$ cat config.mk
export PLATFORM = sky130hd
export DESIGN_NAME = omc_top
export DESIGN_NICKNAME = d
export VERILOG_FILES = /design/src/inc/omc_pkg.sv /design/src/rtl/omc_sync.sv /design/src/rtl/omc_top.sv
export SDC_FILE = /design/constraint.sdc
export NUM_CORES = 1
export LEC_CHECK = 0
export BUFFER_PORTS_ARGS = -buffer_cell sky130_fd_sc_hd__buf_2
export CAP_MARGIN = 10
export CORE_ASPECT_RATIO = 2
export CORE_MARGIN = 2
export CORE_UTILIZATION = 62
export DETAILED_ROUTE_END_ITERATION = 8
export MAX_ROUTING_LAYER = met4
export PLACE_DENSITY = 0.89
export SETUP_SLACK_MARGIN = 0.2
export SLEW_MARGIN = 10
export SYNTH_ARGS = -nofsm -noshare
export SYNTH_HDL_FRONTEND = slang
export SYNTH_SLANG_ARGS = --single-unit
$ cat constraint.sdc
create_clock -name sys_clk -period 3.3 [get_ports sys_clk]
set_input_delay 0.33 -clock sys_clk [delete_from_list [all_inputs] [get_ports sys_clk]]
set_output_delay 0.33 -clock sys_clk [all_outputs]
set_load 0.01 [all_outputs]
$ cat src/inc/omc_pkg.sv
package omc_pkg;
  // ----------------------------------------------------------------
  // Register map: word index; byte address is index * 4.
  // ----------------------------------------------------------------
  localparam logic [11:0] OMC_IDX_REQUEST = 12'h8CF;
  localparam logic [11:0] OMC_IDX_RESULT = 12'h8D0;
  localparam logic [11:0] OMC_IDX_CTRL = 12'h8D1;
  localparam logic [11:0] OMC_IDX_STATUS = 12'h8D2;
  localparam logic [11:0] OMC_IDX_IRQ_STAT = 12'h8D3;
  localparam logic [11:0] OMC_IDX_IRQ_MASK = 12'h8D4;
  localparam logic [13:0] OMC_ADDR_REQUEST = {OMC_IDX_REQUEST, 2'b00};
  localparam logic [13:0] OMC_ADDR_RESULT = {OMC_IDX_RESULT, 2'b00};
  localparam logic [13:0] OMC_ADDR_CTRL = {OMC_IDX_CTRL, 2'b00};
  localparam logic [13:0] OMC_ADDR_STATUS = {OMC_IDX_STATUS, 2'b00};
  localparam logic [13:0] OMC_ADDR_IRQ_STAT = {OMC_IDX_IRQ_STAT, 2'b00};
  localparam logic [13:0] OMC_ADDR_IRQ_MASK = {OMC_IDX_IRQ_MASK, 2'b00};

  // ----------------------------------------------------------------
  // Mode codes and result codes
  // ----------------------------------------------------------------
  localparam logic [15:0] OMC_MODE_PARAM = 16'h0001;
  localparam logic [15:0] OMC_MODE_DIAG = 16'h0002;
  localparam logic [15:0] OMC_MODE_COMM = 16'h0003;
  localparam logic [15:0] OMC_MODE_FLASH_INIT = 16'h000F;
  localparam logic [15:0] OMC_RES_OK = 16'hA300;
  localparam logic [15:0] OMC_RES_BUSY = 16'hE302;
  localparam logic [15:0] OMC_RES_BACKUP = 16'hE303;
  localparam logic [15:0] OMC_RES_BAD_MODE = 16'hE301;
  localparam logic [15:0] OMC_RESET_WORD = 16'h0000;

  // ----------------------------------------------------------------
  // Field positions
  // ----------------------------------------------------------------
  localparam int OMC_CTRL_SAVE_VALID = 0;
  localparam int OMC_CTRL_SAVE_LO = 4;
  localparam int OMC_CTRL_SAVE_HI = 5;
  localparam int OMC_IRQ_DONE = 0;
  localparam int OMC_IRQ_FAIL = 1;
  localparam int OMC_IRQ_XSTOP = 2;
  localparam int OMC_IRQ_W = 3;
  localparam logic [2:0] OMC_IRQ_RESET = 3'h0;

  // ----------------------------------------------------------------
  // Timing: least time to tear down cyclic exchange and apply a mode
  // ----------------------------------------------------------------
  localparam int OMC_CLK_MHZ = 125;
  localparam int OMC_SWITCH_NS = 64;
  localparam int OMC_SWITCH_CYC = (OMC_SWITCH_NS * OMC_CLK_MHZ + 999) / 1000;
  localparam logic [3:0] OMC_SWITCH_CNT = 4'(OMC_SWITCH_CYC);

  typedef enum logic [1:0] {
    OMC_PARAM, OMC_DIAG, OMC_COMM, OMC_FLASH
  } omc_mode_t;

  typedef enum logic [1:0] {
    OMC_IDLE, OMC_STOP, OMC_DONE
  } omc_state_t;
endpackage : omc_pkg

$ cat src/rtl/omc_sync.sv
module omc_sync (
  // Clock, reset and enable.
  input wire logic sys_clk,
  input wire logic resetn,
  input wire logic clk_en,
  // Asynchronous level and its synchronised copy.
  input wire logic async_in,
  output logic sync_out
);
  logic meta_reg;

  // Two flops; the first is read by the second and nothing else.
  always_ff @(posedge sys_clk) begin
    if (!resetn) begin
      meta_reg <= 1'b0;
      sync_out <= 1'b0;
    end else if (clk_en) begin
      meta_reg <= async_in;
      sync_out <= meta_reg;
    end
  end
endmodule : omc_sync

$ cat src/rtl/omc_top.sv
// Operation
// - Modes: param 1, diag 2, comm 3, flash
// - No saved mode: start in parameter mode
// - Download in param mode, then communication
// - Cyclic exchange only in communication mode
// - Flash mode restores default settings
// - On finish store result, raise done
// - Done falls after request falls
// - Failed change stores an error code
// - Stop exchange, drop running flag first
// - Busy acyclic services reject with E302H
// - Backup mode refuses, reports error code
module omc_top
  import omc_pkg::*;
(
  // Clock, reset and enable.
  input wire logic sys_clk,
  input wire logic resetn,
  input wire logic clk_en,
  // Register port.
  input wire logic [13:0] reg_addr,
  input wire logic [15:0] reg_wdata,
  input wire logic reg_wr,
  input wire logic reg_rd,
  output logic [15:0] reg_rdata,
  // Handshake pins from the host.
  input wire logic mode_change_request_line,
  output logic mode_change_done_line,
  // Service status from the rest of the master.
  input wire logic acyclic_busy,
  input wire logic backup_mode,
  input wire logic download_active,
  // Mode and exchange outputs.
  output logic [1:0] mode_out,
  output logic exchange_running_flag,
  output logic flash_restore,
  output logic irq
);
  import omc_pkg::*;

  // ----------------------------------------------------------------
  // Pin synchronisers
  // ----------------------------------------------------------------
  logic req_s;
  logic busy_s;
  logic backup_s;
  logic dl_s;

  omc_sync u_sync_req (.sys_clk(sys_clk), .resetn(resetn),
    .clk_en(clk_en), .async_in(mode_change_request_line),
    .sync_out(req_s));
  omc_sync u_sync_busy (.sys_clk(sys_clk), .resetn(resetn),
    .clk_en(clk_en), .async_in(acyclic_busy), .sync_out(busy_s));
  omc_sync u_sync_bkp (.sys_clk(sys_clk), .resetn(resetn),
    .clk_en(clk_en), .async_in(backup_mode), .sync_out(backup_s));
  omc_sync u_sync_dl (.sys_clk(sys_clk), .resetn(resetn),
    .clk_en(clk_en), .async_in(download_active), .sync_out(dl_s));

  // ----------------------------------------------------------------
  // Helpers
  // ----------------------------------------------------------------
  // Maps a mode code to a mode; returns valid in bit 2.
  function automatic logic [2:0] decode_mode(input logic [15:0] code);
    case (code)
      OMC_MODE_PARAM: decode_mode = {1'b1, OMC_PARAM};
      OMC_MODE_DIAG: decode_mode = {1'b1, OMC_DIAG};
      OMC_MODE_COMM: decode_mode = {1'b1, OMC_COMM};
      OMC_MODE_FLASH_INIT: decode_mode = {1'b1, OMC_FLASH};
      default: decode_mode = 3'h0;
    endcase
  endfunction : decode_mode

  // ----------------------------------------------------------------
  // Registers
  // ----------------------------------------------------------------
  logic [15:0] request_word_reg;
  logic [15:0] result_word_reg;
  logic [15:0] latched_req_reg;
  logic [15:0] ctrl_reg;
  logic [2:0] irq_stat_reg;
  logic [2:0] irq_mask_reg;
  logic req_d_reg;
  logic dl_d_reg;
  logic started_reg;
  logic [3:0] cnt_reg;
  omc_state_t state_reg;
  omc_mode_t mode_reg;
  logic [2:0] ev_set;
  logic req_rise;
  logic req_fall;
  logic wr_req;
  logic [2:0] dec;

  assign req_rise = req_s && !req_d_reg;
  assign req_fall = !req_s && req_d_reg;
  assign wr_req = reg_wr && (reg_addr == OMC_ADDR_REQUEST);
  assign dec = decode_mode(latched_req_reg);

  // Edge history of the synchronised request and download levels.
  always_ff @(posedge sys_clk) begin
    if (!resetn) begin
      req_d_reg <= 1'b0;
      dl_d_reg <= 1'b0;
    end else if (clk_en) begin
      req_d_reg <= req_s;
      dl_d_reg <= dl_s;
    end
  end

  // Request word is free to software; the engine works from a copy.
  always_ff @(posedge sys_clk) begin
    if (!resetn) begin
      request_word_reg <= OMC_RESET_WORD;
    end else if (clk_en && wr_req) begin
      request_word_reg <= reg_wdata;
    end
  end

  // Copy taken only on the request rise, so later writes cannot
  // change a handshake already in flight.
  always_ff @(posedge sys_clk) begin
    if (!resetn) begin
      latched_req_reg <= OMC_RESET_WORD;
    end else if (clk_en && req_rise && state_reg == OMC_IDLE) begin
      latched_req_reg <= request_word_reg;
    end
  end

  // Control word: saved mode valid flag and saved mode code.
  always_ff @(posedge sys_clk) begin
    if (!resetn) begin
      ctrl_reg <= OMC_RESET_WORD;
    end else if (clk_en && reg_wr && reg_addr == OMC_ADDR_CTRL) begin
      ctrl_reg <= reg_wdata;
    end
  end

  // ----------------------------------------------------------------
  // Handshake engine
  // ----------------------------------------------------------------
  // Refusals are decided at the request rise; an accepted change
  // first tears down exchange for a fixed settle time.
  always_ff @(posedge sys_clk) begin
    if (!resetn) begin
      state_reg <= OMC_IDLE;
      cnt_reg <= 4'h0;
      result_word_reg <= OMC_RESET_WORD;
      mode_change_done_line <= 1'b0;
    end else if (clk_en) begin
      unique case (state_reg)
        OMC_IDLE: begin
          if (req_rise) begin
            if (busy_s) begin
              result_word_reg <= OMC_RES_BUSY;
              mode_change_done_line <= 1'b1;
              state_reg <= OMC_DONE;
            end else if (backup_s) begin
              result_word_reg <= OMC_RES_BACKUP;
              mode_change_done_line <= 1'b1;
              state_reg <= OMC_DONE;
            end else begin
              cnt_reg <= OMC_SWITCH_CNT;
              state_reg <= OMC_STOP;
            end
          end
        end
        OMC_STOP: begin
          if (cnt_reg != 4'h0) begin
            cnt_reg <= cnt_reg - 4'h1;
          end else begin
            result_word_reg <= dec[2] ? OMC_RES_OK
                                      : OMC_RES_BAD_MODE;
            mode_change_done_line <= 1'b1;
            state_reg <= OMC_DONE;
          end
        end
        OMC_DONE: begin
          if (req_fall || !req_s) begin
            mode_change_done_line <= 1'b0;
            state_reg <= OMC_IDLE;
          end
        end
        default: state_reg <= OMC_IDLE;
      endcase
    end
  end

  // Operating mode. Power-up check reads the saved value one cycle after reset
  // release, while ctrl_reg still holds its reset value, so it never applies.
  logic boot_reg;
  always_ff @(posedge sys_clk) begin
    if (!resetn) begin
      mode_reg <= OMC_PARAM;
      boot_reg <= 1'b1;
    end else if (clk_en) begin
      boot_reg <= 1'b0;
      if (boot_reg && ctrl_reg[OMC_CTRL_SAVE_VALID]) begin
        mode_reg <= omc_mode_t'(
          ctrl_reg[OMC_CTRL_SAVE_HI:OMC_CTRL_SAVE_LO]);
      end else if (dl_s) begin
        mode_reg <= OMC_PARAM;
      end else if (dl_d_reg) begin
        mode_reg <= OMC_COMM;
      end else if (state_reg == OMC_STOP && cnt_reg == 4'h0 && dec[2]) begin
        mode_reg <= omc_mode_t'(dec[1:0]);
      end
    end
  end

  // Exchange runs only in communication mode and never while a
  // change is in progress.
  always_ff @(posedge sys_clk) begin
    if (!resetn) begin
      started_reg <= 1'b0;
      exchange_running_flag <= 1'b0;
    end else if (clk_en) begin
      // Remembers whether exchange was live when a change was taken.
      if (state_reg == OMC_IDLE) begin
        started_reg <= exchange_running_flag;
      end
      exchange_running_flag <= (mode_reg == OMC_COMM)
                               && (state_reg == OMC_IDLE)
                               && !req_rise;
    end
  end

  // Flash restore strobe high while in flash initialisation mode.
  always_ff @(posedge sys_clk) begin
    if (!resetn) begin
      flash_restore <= 1'b0;
      mode_out <= 2'h0;
    end else if (clk_en) begin
      flash_restore <= (mode_reg == OMC_FLASH);
      mode_out <= mode_reg;
    end
  end

  // ----------------------------------------------------------------
  // Interrupts
  // ----------------------------------------------------------------
  always_comb begin
    ev_set = 3'h0;
    ev_set[OMC_IRQ_DONE] = (state_reg == OMC_STOP) && (cnt_reg == 4'h0);
    ev_set[OMC_IRQ_FAIL] = (state_reg == OMC_IDLE) && req_rise
                           && (busy_s || backup_s);
    ev_set[OMC_IRQ_XSTOP] = started_reg && (state_reg == OMC_STOP);
  end

  // Sticky status, write one to clear; a new event beats the clear.
  always_ff @(posedge sys_clk) begin
    if (!resetn) begin
      irq_stat_reg <= OMC_IRQ_RESET;
      irq_mask_reg <= OMC_IRQ_RESET;
      irq <= 1'b0;
    end else if (clk_en) begin
      if (reg_wr && reg_addr == OMC_ADDR_IRQ_STAT) begin
        irq_stat_reg <= (irq_stat_reg & ~reg_wdata[2:0]) | ev_set;
      end else begin
        irq_stat_reg <= irq_stat_reg | ev_set;
      end
      if (reg_wr && reg_addr == OMC_ADDR_IRQ_MASK) begin
        irq_mask_reg <= reg_wdata[2:0];
      end
      irq <= |(irq_stat_reg & irq_mask_reg);
    end
  end

  // ----------------------------------------------------------------
  // Read port: data one cycle after the strobe, zero if unmapped.
  // ----------------------------------------------------------------
  always_ff @(posedge sys_clk) begin
    if (!resetn) begin
      reg_rdata <= 16'h0000;
    end else if (clk_en) begin
      reg_rdata <= 16'h0000;
      if (reg_rd) begin
        unique case (reg_addr)
          OMC_ADDR_REQUEST: reg_rdata <= request_word_reg;
          OMC_ADDR_RESULT: reg_rdata <= result_word_reg;
          OMC_ADDR_CTRL: reg_rdata <= ctrl_reg;
          OMC_ADDR_STATUS: reg_rdata <= {10'h000, state_reg,
                                         exchange_running_flag,
                                         mode_change_done_line, mode_reg};
          OMC_ADDR_IRQ_STAT: reg_rdata <= {13'h0000, irq_stat_reg};
          OMC_ADDR_IRQ_MASK: reg_rdata <= {13'h0000, irq_mask_reg};
          default: reg_rdata <= 16'h0000;
        endcase
      end
    end
  end
endmodule : omc_top

==> impl_results.md <==
* Run status: completed
* Die Wd at 64.3 microns
* # nets final at 585
* Crit-path max FO at 4
* Number of synthesized flops with an enable pin at 0
* Final TNS setup at 0 ns
* TritonCTS buffer count at 9
* DR vias at 3780
* # hold bufs at CTS at 0
* Antenna Violating Nets Remaining at 0
* Maxcap violations at 0
* Ant diodes at 0
* Crit path DAT at 2.38 ns
* Skew-Pair Late Insertion Delay at 0.35 ns
* Largest family of logic cells by synthesized area: simple AND/OR/NAND/NOR gates
* Async SR Flop Fraction at 0
* Port buffer count at 60
* Cells along the critical path: inv_1 > ha_1 > or3b_2 > nand2b_1 > o31ai_1 > o311a_1 > nor2_1
* Fin crit period at 2.14 ns
* Mapped Area at 4510 sq um
* Synth warnings at 0
* Critical Path RT at 3.54 ns
* Compound-cell area share of the yosys netlist at 0.180
* Starting density of the core at 0.630
* # setup viols final at 0
* CP startpoint: cnt_reg[0]
* Via density at 5.90
* Avg Inst Size Synth at 9.03 sq um
* Post-Synth Adder-Cell Area at 0.00555
* Post-cts sizing count at 0
* Clock tree buffer depth at 2
* Share of layout cells above drive strength 1 at 0.173
* Crit path kind: flip-flop to flip-flop
* CP startpoint kind: flip-flop
* DR WL/cell at 15.9 microns
* Largest delay share family, worst path: simple AND/OR/NAND/NOR gates
* Drt initial violations at 392
* Row count at 44
* Post-DP HPWL at 7020 microns
* Sequential element share of the synthesized area at 0.444
* Global-route wire length before repair at 16900 microns
* CP max-delay cell: or3b_2
* Maximum vdd ir drop at 0.429 mV
* Final total power at 2490 uW
* Lkg Pwr at 0.00184 uW
* Initial DRT Pass Iterations at 5
* #FFs+latches synth at 100
* Clock sink count at 100
* GRT Residual Overflow at 0
* Netlist cell types at 57
* WL final at 10200 microns
* CP Capture Point: mode_reg[1]
* Critical Path Stages at 7
* Cell count after synthesis at 499
* Cell count of the worst reg-to-reg path at 7
* Post-synth top flop: dfxtp_1
* CORE AREA at 7160 sq um
* Least-Margin Pin Slew at 0.898 ns
* Final clock skew at 0.00540 ns
* Synth top area share at 0.444
* CTS tree: built
* Root buffer selected by CTS: clkbuf_16
* DRC viols at 0
* Fill cells at 553
* R2r setup slk at 1.16 ns
* Slew headroom at 0.399
* Htree depth at 3
* Die area at 8010 sq um
* Final GP Congestion at 0.900
* Total GRT Usage at 0.274
* R2R Path Start: cnt_reg[0]
* Xor/xnor cell area share of the yosys netlist at 0
* RSZ-0062 raised after global routing: no
* Vias in the first global route at 3605
* FMAX at 467 MHz
* Post-Synth Simple-Gate Area at 0.247
* Crit path capture type: flip-flop
* Area contributors post-synth: dfxtp_1 44%, mux2i_1 7.8%, nand2_1 7.5%
* Initial antenna violation count at 0
* Max incr delay on CP at 0.49 ns
* Reg-to-reg endpoint: mode_reg[1]
* I/O pin total at 61
* Pin count of the biggest net entering global routing at 47
* Post-synthesis mux area share at 0.0878
* Largest area contributor in the netlist: dfxtp_1
* Fin. max-slew vios at 0
* Die Y at 125 microns
* Crit share post-route at 0.649
* Post-synth net total at 540
* Class of the worst hold path: input port to flip-flop
* Critical path buffer and inverter count at 1
* P&R area growth vs syn at 14.0%
* Postcts setup bufs at 0
* Clk slew on worst S/H paths at 0.07 ns
* Fin. Hold Viols at 0
* Pwr dens at 484 nW/um^2
metal layers:
layer | share of wire | track usage
met5 | 0 | -
met4 | 0.023 | 0.109
met3 | 0.071 | 0.0641
met2 | 0.48 | 0.425
met1 | 0.42 | 0.344
cell usage in the layout (no fill, tap or decap), drive strengths merged, types with 3 or more instances in the layout:
| cell type | instances |
|---|---|
| buf | 62 |
| and3 | 4 |
| dfxtp | 100 |
| nand3b | 3 |
| o21a | 3 |
| nor2 | 13 |
| nor3 | 10 |
| a22oi | 7 |
| a2bb2oi | 3 |
| nor4 | 4 |
| nand3 | 12 |
| clkbuf | 9 |
| o21ai | 24 |
| inv | 8 |
| a21boi | 43 |
| nand2 | 90 |
| a21bo | 3 |
| a21oi | 14 |
| nand4 | 3 |
| nand2b | 4 |
| mux2i | 35 |
| nor3b | 7 |
| nor2b | 43 |
| a221oi | 4 |
| and2 | 3 |
| clkinv | 3 |
worst min path at each step:
stage	start	end	slack (ns)	depth (start not counted)
2_1_floorplan	ctrl_reg[3]	reg_rdata[3]	0.43	2
3_3_place_gp	reg_rdata[9]	reg_rdata[9]	0.43	2
3_5_place_dp	reg_rdata[8]	reg_rdata[8]	0.44	2
4_1_cts	backup_mode	u_sync_bkp.meta_reg	0.24	3
5_1_grt	reg_wdata[8]	ctrl_reg[8]	0.25	3
6_report	mode_change_request_line	u_sync_req.meta_reg	0.24	3
cell usage after synthesis, drive strengths merged, types with 2 or more instances:
| cell type | n |
|---|---|
| mux4 | 2 |
| o31ai | 2 |
| and3b | 2 |
| nor2b | 43 |
| and2 | 3 |
| and3 | 4 |
| nor3b | 7 |
| o21ai | 24 |
| nor4b | 2 |
| nand2 | 90 |
| nand2b | 4 |
| a211oi | 2 |
| a221o | 2 |
| o21a | 3 |
| nor4 | 4 |
| nor3 | 10 |
| inv | 8 |
| or4 | 2 |
| dfxtp | 100 |
| nand3b | 3 |
| ha | 2 |
| clkbuf | 19 |
| a2bb2oi | 3 |
| mux2i | 35 |
| and4 | 2 |
| a21boi | 43 |
| a21oi | 14 |
| nor2 | 13 |
| buf | 9 |
| nand4 | 3 |
| nand3 | 12 |
| a221oi | 4 |
| a21bo | 3 |
| a22oi | 7 |
kinds of logic (layout without fill, tap and decap cells):
logic type,count (synthesis),in the layout
flip-flops,100,100
AO/OA/AOI/OAI,116,116
AND/OR/NAND/NOR,208,208
adder cells (fa/ha/maj),2,2
buffers and inverters,36,86
multiplexers,37,37
report_power, final:
group	switching (uW)	internal (uW)	total [uW]	leakage, uW
sequential	11.5	1220	1230	0.000807
clock	467	668	1130	0.000152
combinational	68.6	55.0	124	0.000878
total	547	1940	2490	0.00184
through the flow:
stage | instance area [sq um] | util | std cells | setup slack (ns) | hold WS, ns
after floorplan | 4510 | - | 499 | 1.46 | 0.430
after global placement | 4810 | 0.672 | 625 | 0.982 | 0.433
after CTS | 5130 | 0.717 | 641 | 1.21 | 0.238
final | 5130 | 0.717 | 641 | 1.16 | 0.239
after detailed placement | 4810 | 0.672 | 625 | 0.884 | 0.437
after global routing | 5130 | 0.717 | 641 | 0.983 | 0.247
layout make-up:
class                           instances  area, sq um  share of cell area
Timing Repair Buffer                   62          315              0.0614
Tap cell                               92          115              0.0224
Clock inverter                          7          101              0.0197
Sequential cell                       100         2000               0.390
Clock buffer                            9          225              0.0439
Multi-Input combinational cell        363         2350               0.457
Inverter                                8         30.0             0.00585
worst reg2reg max path, delay by kind of cell (launching register included):
| family | cells | cell delay (ns) |
|---|---|---|
| fa+ha+maj | 1 | 0.15 |
| simple gates | 3 | 0.76 |
| flops | 1 | 0.31 |
| buf+inv | 1 | 0.11 |
| compound gates | 2 | 0.72 |
Note: power is estimated with default switching activity, not from simulation.
